[config.mk]
export PLATFORM = sky130hd
export DESIGN_NAME = scs_clock_select
export DESIGN_NICKNAME = d
export VERILOG_FILES = /design/src/hw/scs_pkg.sv /design/src/hw/scs_clock_select.sv
export SDC_FILE = /design/constraint.sdc
export NUM_CORES = 1
export LEC_CHECK = 0
export ABC_AREA = 0
export CAP_MARGIN = 5
export CORE_MARGIN = 1
export CORE_UTILIZATION = 41
export CTS_CLUSTER_DIAMETER = 80
export CTS_CLUSTER_SIZE = 16
export DETAILED_ROUTE_END_ITERATION = 8
export DONT_BUFFER_PORTS = 1
export PLACE_DENSITY_LB_ADDON = 0.2
export SKIP_LAST_GASP = 1
export SYNTH_ARGS = -nofsm -noshare
export SYNTH_HDL_FRONTEND = slang
export SYNTH_SLANG_ARGS = --single-unit
[constraint.sdc]
create_clock -name ref_clk_in -period 5.18 [get_ports ref_clk_in]
set_input_delay 0.259 -clock ref_clk_in [delete_from_list [all_inputs] [get_ports ref_clk_in]]
set_output_delay 0.259 -clock ref_clk_in [all_outputs]
set_load 0.01 [all_outputs]
[src/hw/scs_pkg.sv]
// Constants, types and register map of the system clock source selector
package scs_pkg;
   // Reference clock and nominal oscillator figures
   localparam int unsigned REF_CLK_HZ  = 10_000_000;
   localparam int unsigned FRC_NOM_HZ  = 7_370_000;
   localparam int unsigned INTERNAL_SLOW_RC_NOM_HZ = 32_768;
   localparam int unsigned SOSC_NOM_HZ = 32_768;
   localparam int unsigned XT_MIN_HZ   = 3_000_000;
   localparam int unsigned XT_MAX_HZ   = 10_000_000;
   localparam int unsigned HS_MAX_HZ   = 40_000_000;
   localparam int unsigned FCY_MAX_HZ  = 40_000_000;

   // Register indices on the plain register port
   localparam logic [3:0] ADDR_OSC_CTRL = 4'h0;
   localparam logic [3:0] ADDR_CLK_DIV  = 4'h1;
   localparam logic [3:0] ADDR_LOOP_FB  = 4'h2;
   localparam logic [3:0] ADDR_TUNE     = 4'h3;

   // Oscillator control register fields
   localparam int OSC_CUR_LSB   = 12;
   localparam int OSC_NEW_LSB   = 8;
   localparam int OSC_LOCK_BIT  = 7;
   localparam int OSC_PLOCK_BIT = 5;
   localparam int OSC_FAIL_BIT  = 3;
   localparam int OSC_SECEN_BIT = 1;
   localparam int OSC_SWEN_BIT  = 0;

   // Clock divider register fields
   localparam int DIV_DOZE_LSB  = 12;
   localparam int DIV_DOZEN_BIT = 11;
   localparam int DIV_FRCPS_LSB = 8;
   localparam int DIV_POST_LSB  = 6;
   localparam int DIV_PRE_LSB   = 0;

   // Reset values
   localparam logic [15:0] CLK_DIV_RST = 16'h0040;
   localparam logic [8:0]  LOOP_FB_RST = 9'h030;
   localparam logic [5:0]  TUNE_RST    = 6'h00;

   // Slow RC edges without a system edge before a failure is declared
   localparam logic [2:0] FAIL_LIMIT    = 3'h3;
   // New source edges seen before a switch may complete
   localparam logic [2:0] SWITCH_SETTLE = 3'h4;

   // Synchronised input lanes
   localparam int TK_FRC  = 0;
   localparam int TK_PRI  = 1;
   localparam int TK_SEC  = 2;
   localparam int TK_INTERNAL_SLOW_RC = 3;
   localparam int TK_PLL  = 4;
   localparam int TK_LOCK = 5;

   typedef enum logic [2:0] {
      SRC_FRC     = 3'b000, SRC_FRC_PLL = 3'b001,
      SRC_PRI     = 3'b010, SRC_PRI_PLL = 3'b011,
      SRC_SEC     = 3'b100, SRC_INTERNAL_SLOW_RC    = 3'b101,
      SRC_FRC_D16 = 3'b110, SRC_FRC_DN  = 3'b111
   } scs_src_t;

   typedef enum logic [1:0] {
      PM_EXT = 2'b00, PM_XTAL = 2'b01, PM_HS = 2'b10, PM_OFF = 2'b11
   } scs_pmode_t;

   // The twelve configured clock modes
   typedef enum logic [3:0] {
      MD_FRC_DN = 4'h0, MD_FRC_D16 = 4'h1, MD_INTERNAL_SLOW_RC = 4'h2, MD_SEC = 4'h3,
      MD_HS_PLL = 4'h4, MD_XT_PLL = 4'h5, MD_EC_PLL = 4'h6, MD_HS = 4'h7,
      MD_XT = 4'h8, MD_EC = 4'h9, MD_FRC_PLL = 4'ha, MD_FRC = 4'hb
   } scs_mode_t;

   typedef enum logic [1:0] {
      SW_IDLE = 2'b00, SW_WAIT_NEW = 2'b01, SW_SWAP = 2'b10
   } scs_sw_t;

   typedef struct packed {
      logic [3:0]  addr;
      logic [15:0] wdata;
      logic        wr;
      logic        rd;
   } scs_req_t;

   // Loop settings: prescale N1 = pre+2, feedback M = fb+2, postscale N2 from post
   typedef struct packed {
      logic [4:0] pre;
      logic [8:0] fb;
      logic [1:0] post;
   } scs_loop_t;
endpackage

[src/hw/scs_clock_select.sv]
// System clock source selection, dividers, switching and fail-safe monitor
`timescale 1ns/10ps
`default_nettype none
module scs_clock_select (
   // Clock and reset
   input  wire logic                  ref_clk_in,
   input  wire logic                  rst_in,
   // Register port
   input  wire scs_pkg::scs_req_t     reg_req_in,
   output logic      [15:0]           reg_rdata_out,
   // Configuration words
   input  wire logic [2:0]            initial_source_select_in,
   input  wire logic [1:0]            primary_mode_select_in,
   input  wire logic                  fail_safe_enable_in,
   // Oscillator and loop sense
   input  wire logic                  fast_rc_clk_in,
   input  wire logic                  primary_osc_in_pin_in,
   input  wire logic                  secondary_osc_in_pin_in,
   input  wire logic                  slow_rc_clk_in,
   input  wire logic                  loop_clk_in,
   input  wire logic                  loop_locked_in,
   // Oscillator and loop control
   output logic                       primary_amp_enable_out,
   output logic                       primary_high_gain_out,
   output logic                       secondary_osc_enable_out,
   output logic                       slow_rc_enable_out,
   output logic      [5:0]            fast_rc_tune_out,
   output logic                       loop_enable_out,
   output logic                       loop_from_primary_out,
   output scs_pkg::scs_loop_t         loop_cfg_out,
   // Clock results and status
   output logic      [2:0]            current_source_out,
   output logic      [3:0]            clock_mode_out,
   output logic                       sys_clk_tick_out,
   output logic                       instr_clk_out,
   output logic                       peripheral_clock_out,
   output logic                       clock_fail_out
);
   import scs_pkg::*;

   logic [5:0]  async_vec;
   logic [5:0]  sync1_ff, sync2_ff, prev_ff;
   logic [5:0]  edge_vec;
   logic [5:0]  cfg1_ff, cfg2_ff;
   scs_src_t    cur_src_ff, new_src_ff;
   scs_pmode_t  pmode_ff;
   logic        fs_en_ff, lock_en_ff, fail_ff, sec_en_ff, sw_en_ff;
   logic [2:0]  doze_ff, frc_ps_ff;
   logic        doze_en_ff;
   logic [4:0]  pre_ff;
   logic [1:0]  post_ff;
   logic [8:0]  fb_ff;
   logic [5:0]  tune_ff;
   logic [7:0]  frc_cnt_ff, frc_mask;
   logic [6:0]  doze_cnt_ff, doze_mask;
   logic [2:0]  fs_cnt_ff, settle_ff;
   scs_sw_t     sw_ff;
   logic        frc_dn_edge, frc_d16_edge, sys_edge, new_edge, loop_lock;
   logic        fail_event, sw_done, wr_osc, wr_div, pll_pair;
   logic [15:0] osc_word;
   logic        sys_tick_ff, periph_ff, instr_ff, fail_out_ff;
   logic        amp_en_ff, gain_ff, sec_out_ff, slow_en_ff, loop_en_ff, loop_pri_ff;
   logic [15:0] rdata_ff;
   logic [3:0]  mode_ff;

   // Two flops on every pin or foreign-clock input before any use
   assign async_vec = {loop_locked_in, loop_clk_in, slow_rc_clk_in,
                       secondary_osc_in_pin_in, primary_osc_in_pin_in, fast_rc_clk_in};
   always_ff @(posedge ref_clk_in) begin
      if (rst_in) begin
         sync1_ff <= 6'h00;
         sync2_ff <= 6'h00;
         prev_ff  <= 6'h00;
      end else begin
         sync1_ff <= async_vec;
         sync2_ff <= sync1_ff;
         prev_ff  <= sync2_ff;
      end
   end
   // Rising edges of each sensed clock; sampling limits usable rates to below half the reference
   assign edge_vec  = sync2_ff & ~prev_ff;
   assign loop_lock = sync2_ff[TK_LOCK];

   // Configuration words are synchronised too, then caught while reset is held
   always_ff @(posedge ref_clk_in) begin
      cfg1_ff <= {fail_safe_enable_in, primary_mode_select_in, initial_source_select_in};
      cfg2_ff <= cfg1_ff;
   end

   // Fast RC postscale counter, free running on fast RC edges
   always_ff @(posedge ref_clk_in) begin
      if (rst_in) begin
         frc_cnt_ff <= 8'h00;
      end else if (edge_vec[TK_FRC]) begin
         frc_cnt_ff <= frc_cnt_ff + 8'h01;
      end
   end
   // Ratio is 2 to the power (select+1), 1:2 up to 1:256
   assign frc_mask     = 8'((9'h002 << frc_ps_ff) - 9'h001);
   assign frc_dn_edge  = edge_vec[TK_FRC] && ((frc_cnt_ff & frc_mask) == frc_mask);
   assign frc_d16_edge = edge_vec[TK_FRC] && (frc_cnt_ff[3:0] == 4'hf);

   // Edge pulse of the clock that a given source code selects
   function automatic logic src_edge(input scs_src_t s);
      unique case (s)
         SRC_FRC:     src_edge = edge_vec[TK_FRC];
         SRC_FRC_PLL: src_edge = edge_vec[TK_PLL];
         SRC_PRI:     src_edge = edge_vec[TK_PRI];
         SRC_PRI_PLL: src_edge = edge_vec[TK_PLL];
         SRC_SEC:     src_edge = edge_vec[TK_SEC];
         SRC_INTERNAL_SLOW_RC:    src_edge = edge_vec[TK_INTERNAL_SLOW_RC];
         SRC_FRC_D16: src_edge = frc_d16_edge;
         SRC_FRC_DN:  src_edge = frc_dn_edge;
      endcase
   endfunction

   function automatic logic is_loop(input scs_src_t s);
      is_loop = (s == SRC_FRC_PLL) || (s == SRC_PRI_PLL);
   endfunction

   function automatic logic uses_pri(input scs_src_t s);
      uses_pri = (s == SRC_PRI) || (s == SRC_PRI_PLL);
   endfunction

   assign sys_edge = src_edge(cur_src_ff);
   assign new_edge = src_edge(new_src_ff) && (!is_loop(new_src_ff) || loop_lock);
   assign wr_osc   = reg_req_in.wr && (reg_req_in.addr == ADDR_OSC_CTRL);
   assign wr_div   = reg_req_in.wr && (reg_req_in.addr == ADDR_CLK_DIV);
   // Loop to loop moves are refused; software must pass through plain fast RC
   assign pll_pair = is_loop(cur_src_ff) && is_loop(new_src_ff);

   // Fail-safe monitor counts slow RC edges with no system edge between them
   always_ff @(posedge ref_clk_in) begin
      if (rst_in || sys_edge) begin
         fs_cnt_ff <= 3'h0;
      end else if (edge_vec[TK_INTERNAL_SLOW_RC] && fs_cnt_ff != FAIL_LIMIT) begin
         fs_cnt_ff <= fs_cnt_ff + 3'h1;
      end
   end
   // Slow RC as system clock cannot check itself, so the monitor stays quiet then
   assign fail_event = fs_en_ff && !sys_edge && edge_vec[TK_INTERNAL_SLOW_RC] && cur_src_ff != SRC_INTERNAL_SLOW_RC
                       && (fs_cnt_ff == FAIL_LIMIT - 3'h1);

   // Run-time switch sequencer
   always_ff @(posedge ref_clk_in) begin
      if (rst_in) begin
         sw_ff     <= SW_IDLE;
         settle_ff <= 3'h0;
         sw_done   <= 1'b0;
      end else begin
         sw_done <= 1'b0;
         if (fail_event) begin
            sw_ff   <= SW_IDLE;
            sw_done <= sw_en_ff;
         end else begin
            unique case (sw_ff)
               SW_IDLE: begin
                  settle_ff <= 3'h0;
                  if (sw_en_ff && !sw_done) begin
                     if (pll_pair || new_src_ff == cur_src_ff) begin
                        sw_done <= 1'b1;
                     end else begin
                        sw_ff <= SW_WAIT_NEW;
                     end
                  end
               end
               SW_WAIT_NEW: begin
                  if (settle_ff == SWITCH_SETTLE) begin
                     sw_ff <= SW_SWAP;
                  end else if (new_edge) begin
                     settle_ff <= settle_ff + 3'h1;
                  end
               end
               SW_SWAP: begin
                  // Hand over only in a cycle where neither clock has an edge
                  if (!sys_edge && !src_edge(new_src_ff)) begin
                     sw_ff   <= SW_IDLE;
                     sw_done <= 1'b1;
                  end
               end
               default: begin
                  sw_ff <= SW_IDLE;
               end
            endcase
         end
      end
   end

   // Current source: strap at power-on, then switches and fail-safe fallback
   always_ff @(posedge ref_clk_in) begin
      if (rst_in) begin
         cur_src_ff <= scs_src_t'(cfg2_ff[2:0]);
         pmode_ff   <= scs_pmode_t'(cfg2_ff[4:3]);
         fs_en_ff   <= cfg2_ff[5];
      end else if (fail_event) begin
         cur_src_ff <= SRC_FRC;
      end else if (sw_ff == SW_SWAP && !sys_edge && !src_edge(new_src_ff)) begin
         cur_src_ff <= new_src_ff;
      end
   end

   // Oscillator control register bits
   always_ff @(posedge ref_clk_in) begin
      if (rst_in) begin
         new_src_ff <= scs_src_t'(cfg2_ff[2:0]);
         lock_en_ff <= 1'b0;
         sec_en_ff  <= 1'b0;
      end else if (wr_osc) begin
         if (sw_ff == SW_IDLE && !sw_en_ff) begin
            new_src_ff <= scs_src_t'(reg_req_in.wdata[OSC_NEW_LSB +: 3]);
         end
         // Lock is set once and held until reset
         lock_en_ff <= lock_en_ff | reg_req_in.wdata[OSC_LOCK_BIT];
         sec_en_ff  <= reg_req_in.wdata[OSC_SECEN_BIT];
      end
   end

   // Switch request: software sets, hardware clears when done or refused
   always_ff @(posedge ref_clk_in) begin
      if (rst_in) begin
         sw_en_ff <= 1'b0;
      end else if (wr_osc && reg_req_in.wdata[OSC_SWEN_BIT] && (!lock_en_ff || fs_en_ff)) begin
         sw_en_ff <= 1'b1;
      end else if (sw_done) begin
         sw_en_ff <= 1'b0;
      end
   end

   // Clock fail flag: a new failure wins over a clearing write
   always_ff @(posedge ref_clk_in) begin
      if (rst_in) begin
         fail_ff <= 1'b0;
      end else if (fail_event) begin
         fail_ff <= 1'b1;
      end else if (wr_osc && !reg_req_in.wdata[OSC_FAIL_BIT]) begin
         fail_ff <= 1'b0;
      end
   end

   // Clock divider, loop feedback and tuning registers
   always_ff @(posedge ref_clk_in) begin
      if (rst_in) begin
         doze_ff    <= CLK_DIV_RST[DIV_DOZE_LSB +: 3];
         doze_en_ff <= CLK_DIV_RST[DIV_DOZEN_BIT];
         frc_ps_ff  <= CLK_DIV_RST[DIV_FRCPS_LSB +: 3];
         post_ff    <= CLK_DIV_RST[DIV_POST_LSB +: 2];
         pre_ff     <= CLK_DIV_RST[DIV_PRE_LSB +: 5];
         fb_ff      <= LOOP_FB_RST;
         tune_ff    <= TUNE_RST;
      end else begin
         if (wr_div) begin
            doze_ff    <= reg_req_in.wdata[DIV_DOZE_LSB +: 3];
            doze_en_ff <= reg_req_in.wdata[DIV_DOZEN_BIT];
            frc_ps_ff  <= reg_req_in.wdata[DIV_FRCPS_LSB +: 3];
            post_ff    <= reg_req_in.wdata[DIV_POST_LSB +: 2];
            pre_ff     <= reg_req_in.wdata[DIV_PRE_LSB +: 5];
         end
         if (reg_req_in.wr && reg_req_in.addr == ADDR_LOOP_FB) begin
            fb_ff <= reg_req_in.wdata[8:0];
         end
         if (reg_req_in.wr && reg_req_in.addr == ADDR_TUNE) begin
            tune_ff <= reg_req_in.wdata[5:0];
         end
      end
   end

   // Halving and slowdown counters; instruction clock tops out at half the source
   assign doze_mask = 7'((8'h01 << doze_ff) - 8'h01);
   always_ff @(posedge ref_clk_in) begin
      if (rst_in) begin
         sys_tick_ff <= 1'b0;
         periph_ff   <= 1'b0;
         instr_ff    <= 1'b0;
         doze_cnt_ff <= 7'h00;
      end else begin
         sys_tick_ff <= sys_edge;
         if (sys_edge) begin
            periph_ff   <= ~periph_ff;
            doze_cnt_ff <= doze_cnt_ff + 7'h01;
         end
         // Outside slowdown or at 1:1 the instruction clock copies the peripheral one, so no stale phase lasts
         if (!doze_en_ff || doze_ff == 3'h0) begin
            instr_ff <= periph_ff ^ sys_edge;
         end else if (sys_edge && (doze_cnt_ff & doze_mask) == doze_mask) begin
            instr_ff <= ~instr_ff;
         end
      end
   end

   // Oscillator and loop steering for current and pending sources
   always_ff @(posedge ref_clk_in) begin
      if (rst_in) begin
         amp_en_ff   <= 1'b0;
         gain_ff     <= 1'b0;
         sec_out_ff  <= 1'b0;
         slow_en_ff  <= 1'b1;
         loop_en_ff  <= 1'b0;
         loop_pri_ff <= 1'b0;
      end else begin
         // External clock leaves the amplifier off
         amp_en_ff   <= (uses_pri(cur_src_ff) || uses_pri(new_src_ff)) &&
                        (pmode_ff == PM_XTAL || pmode_ff == PM_HS);
         gain_ff     <= (pmode_ff == PM_HS);
         sec_out_ff  <= sec_en_ff || cur_src_ff == SRC_SEC || new_src_ff == SRC_SEC;
         // Slow RC always runs as the watchdog and monitor reference
         slow_en_ff  <= 1'b1;
         loop_en_ff  <= is_loop(cur_src_ff) || is_loop(new_src_ff);
         loop_pri_ff <= is_loop(cur_src_ff) ? uses_pri(cur_src_ff) : uses_pri(new_src_ff);
      end
   end

   // Twelve-mode decode of the running configuration
   always_ff @(posedge ref_clk_in) begin
      if (rst_in) begin
         mode_ff <= MD_FRC;
      end else begin
         unique case (cur_src_ff)
            SRC_FRC_DN:  mode_ff <= MD_FRC_DN;
            SRC_FRC_D16: mode_ff <= MD_FRC_D16;
            SRC_INTERNAL_SLOW_RC:    mode_ff <= MD_INTERNAL_SLOW_RC;
            SRC_SEC:     mode_ff <= MD_SEC;
            SRC_PRI_PLL: mode_ff <= (pmode_ff == PM_HS) ? MD_HS_PLL :
                                    (pmode_ff == PM_XTAL) ? MD_XT_PLL : MD_EC_PLL;
            SRC_PRI:     mode_ff <= (pmode_ff == PM_HS) ? MD_HS :
                                    (pmode_ff == PM_XTAL) ? MD_XT : MD_EC;
            SRC_FRC_PLL: mode_ff <= MD_FRC_PLL;
            SRC_FRC:     mode_ff <= MD_FRC;
         endcase
      end
   end

   // Read data stand only in the cycle after the strobe; unmapped reads give zero
   always_comb begin
      osc_word = 16'h0000;
      osc_word[OSC_CUR_LSB +: 3] = cur_src_ff;
      osc_word[OSC_NEW_LSB +: 3] = new_src_ff;
      osc_word[OSC_LOCK_BIT]     = lock_en_ff;
      osc_word[OSC_PLOCK_BIT]    = loop_lock;
      osc_word[OSC_FAIL_BIT]     = fail_ff;
      osc_word[OSC_SECEN_BIT]    = sec_en_ff;
      osc_word[OSC_SWEN_BIT]     = sw_en_ff;
   end
   always_ff @(posedge ref_clk_in) begin
      if (rst_in || !reg_req_in.rd) begin
         rdata_ff <= 16'h0000;
      end else begin
         unique case (reg_req_in.addr)
            ADDR_OSC_CTRL: rdata_ff <= osc_word;
            ADDR_CLK_DIV:  rdata_ff <= {1'b0, doze_ff, doze_en_ff, frc_ps_ff, post_ff, 1'b0, pre_ff};
            ADDR_LOOP_FB:  rdata_ff <= {7'h00, fb_ff};
            ADDR_TUNE:     rdata_ff <= {10'h000, tune_ff};
            default:       rdata_ff <= 16'h0000;
         endcase
      end
   end

   // Output drive
   always_ff @(posedge ref_clk_in) begin
      if (rst_in) begin
         fail_out_ff <= 1'b0;
      end else begin
         fail_out_ff <= fail_ff;
      end
   end
   assign reg_rdata_out            = rdata_ff;
   assign primary_amp_enable_out   = amp_en_ff;
   assign primary_high_gain_out    = gain_ff;
   assign secondary_osc_enable_out = sec_out_ff;
   assign slow_rc_enable_out       = slow_en_ff;
   assign fast_rc_tune_out         = tune_ff;
   assign loop_enable_out          = loop_en_ff;
   assign loop_from_primary_out    = loop_pri_ff;
   assign loop_cfg_out             = '{pre: pre_ff, fb: fb_ff, post: post_ff};
   assign current_source_out       = cur_src_ff;
   assign clock_mode_out           = mode_ff;
   assign sys_clk_tick_out         = sys_tick_ff;
   assign instr_clk_out            = instr_ff;
   assign peripheral_clock_out     = periph_ff;
   assign clock_fail_out           = fail_out_ff;
endmodule
`default_nettype wire

==> metrics <==
status completed; worst hold start reg_req_in[7]; worst vdd ir 0.166 mV; asr flop ratio synth 0; die width 113 µm; Synth Warn # 0; crit end category flip-flop; PD cells 374 nW/µm²; most common cell after layout, fill and taps aside dfxtp_1; Overflow after GRT 0; DRC errors left 0; Reg-to-Reg Start current_source_out[1]$_DFFE_PP_; number of H-tree levels 4; global-route wire length before repair 18,700 µm; Worst Tran Pin Value 0.847 ns; Worst slew margin 0.435; Final Setup Violations 0; P&R area growth vs syn 18.3%; Syn Area/Cell 9.47 µm²; All-Layer GR Usage 0.193; Syn Inst Count 529; Worst Skew 0.00984 ns; Initial Util 0.419; met2 wire length 5470 µm; Final period util 0.580; CTS tree yes; layout cell share with drive strength beyond 1 0.0932; Ports 91; Worst path max stage delay 0.72 ns; total CTS buffers 17; Yosys cell types 65; Port Buffer Count 0; Post-Syn Area 5010 µm²; metal3 WL 789 µm; post-DR vias/cell 5.39; startpoint types flip-flop; Final ANT Viol Nets 0; Post-Route WL 11,600 µm; register bit total from synthesis 123; top cell type's share of synthesized area 0.456; post-synth top area cell dfxtp_1; worst setup margin 2.18 ns; Setup TNS Final 0 ns; cell family with most CP delay simple AND/OR/NAND/NOR gates; CTS Root Cell clkbuf_16; total core area 12,000 µm²; fin area 5930 µm²; Ant. Diodes 0; Clk pin slew, worst setup/hold paths 0.06 ns; placed cell area 5050 µm²; gp weighted congestion 0.766; mean routed wirelength per cell 16.5 µm; crit path time final 3.00 ns; worst setup path startpoint current_source_out[1]$_DFFE_PP_; Worst-Skew Late Latency 0.42 ns; HPWL Detailed 7520 µm; Max FO, Critical Path 11; largest net degree at the start of global routing 80; First DRT Iteration DRCs 305; antenna violations before repair 0; Die Ht 113 µm; CTS max path bufs 2; LEAKAGE 2.21 nW; RSZ-0062 raised after global routing false; Nets 592; metal1 wirelength 5210 µm; Critical Path RT 5.35 ns; vias in the first global route 3,593; final-report max-slew violation count 0; most frequent cells in the layout dfxtp_1 (114), nor2_1 (58), nand2_1 (54); Setup WS pre-CTS 2.17 ns; CP Class flip-flop to flip-flop; Clock Sinks 123; Post-CTS Resized 0; Peak Freq 0.333 GHz; top cells by area, synth dfxtp_1 (46%), edfxtp_1 (5.4%), nor2_1 (4.3%); Vias 3,800; crit path DAT 3.17 ns; Worst Path Buf+Inv 1; TritonRoute pass-1 iters 5; uppermost routed layer met4; count of standard-cell rows 40; Hold Crit Class primary input to flip-flop; final hold violation count 0; # fillers 1,119; total of max-cap violations 0; total die area 12,700 µm²; critical path, cell by cell inv_2, and3_1, or4_1, a21oi_1, nor2_1, a22o_1; Top FF cell, synth dfxtp_1; syn nets 576; slowest CP cell edfxtp_1; R2R setup slack 2.18 ns; sequential fraction of the synthesis area 0.510; Post-synth EDFFs 9
-- registers in the layout, summed over array words and instances, names as in the netlist, 4 cells and up --
register	flops
sync1_ff	6
pre_ff	5
sync2_ff	6
fast_rc_tune_out	6
clock_mode_out	4
prev_ff	5
frc_cnt_ff	8
cfg1_ff	6
doze_cnt_ff	7
fb_ff	9
cfg2_ff	6
reg_rdata_out	15
-- metrics by stage --
step | total power [W] | hold WS [ns] | std cells | utilization
after floorplan | 0.00112 | 0.287 | 529 | -
after global placement | 0.00113 | 0.287 | 642 | 0.422
after detailed placement | 0.00114 | 0.287 | 642 | 0.422
after CTS | 0.00224 | 0.000574 | 705 | 0.496
after global routing | 0.00230 | 0.0310 | 705 | 0.496
final | 0.00222 | 0.0135 | 705 | 0.496
-- per-layer routing --
layer / vias up / GRT usage
met3: 14 / 0.0556
li1: 1855 / -
met5: - / 0
met4: 0 / 0.0844
met2: 136 / 0.310
met1: 1795 / 0.241
-- what timing repair did --
item / in CTS / in global routing
hold buffers: 31 / 0
buffers inserted: 0 / 0
endpoints found under the hold margin: 91 / 0
-- cell families after synthesis --
group | count (synthesis) | synth area share
flip-flops | 123 | 0.510
AO/OA/AOI/OAI | 91 | 0.123
other | 2 | 0.00150
XOR/XNOR | 18 | 0.0315
multiplexers | 31 | 0.0645
buffers and inverters | 51 | 0.0437
adder cells (fa/ha/maj) | 11 | 0.0275
AND/OR/NAND/NOR | 202 | 0.199
-- cell usage after synthesis, types with 10 or more instances --
cell and number:
dfxtp_1 114, nor2_1 58, nand2_1 54, a21oi_1 29, nor2b_1 28, clkbuf_1 26, mux2i_1 21, inv_1 15
xnor2_1 15, nor3_1 14, o21ai_0 12, ha_1 11, mux2_2 10
-- cell type report --
type                            instances  area, µm²  area share
Sequential cell                       123       2550       0.431
Multi-Input combinational cell        355       2240       0.379
Tap cell                              147        184      0.0310
Timing Repair Buffer                   32        335      0.0566
Inverter                               16       60.1      0.0101
Clock inverter                          9       63.8      0.0108
Clock buffer                           23        488      0.0823
-- worst paths after layout --
check / end / cells after the start
setup reg to reg: current_source_out[0]$_DFFE_PP_ / 6
hold reg to reg: cfg2_ff[3]$_DFF_P_ / 0
hold / removal: fast_rc_tune_out[5]$_SDFFE_PP0P_ / 2
setup / recovery: current_source_out[0]$_DFFE_PP_ / 6
-- power breakdown --
part	total, W	internal [W]	switching (W)
logic	0.000123	0.0000581	0.0000648
clock network	0.00107	0.000660	0.000412
registers	0.00102	0.000989	0.0000355
total	0.00222	0.00171	0.000512
Power figures use the tool's default switching activity.
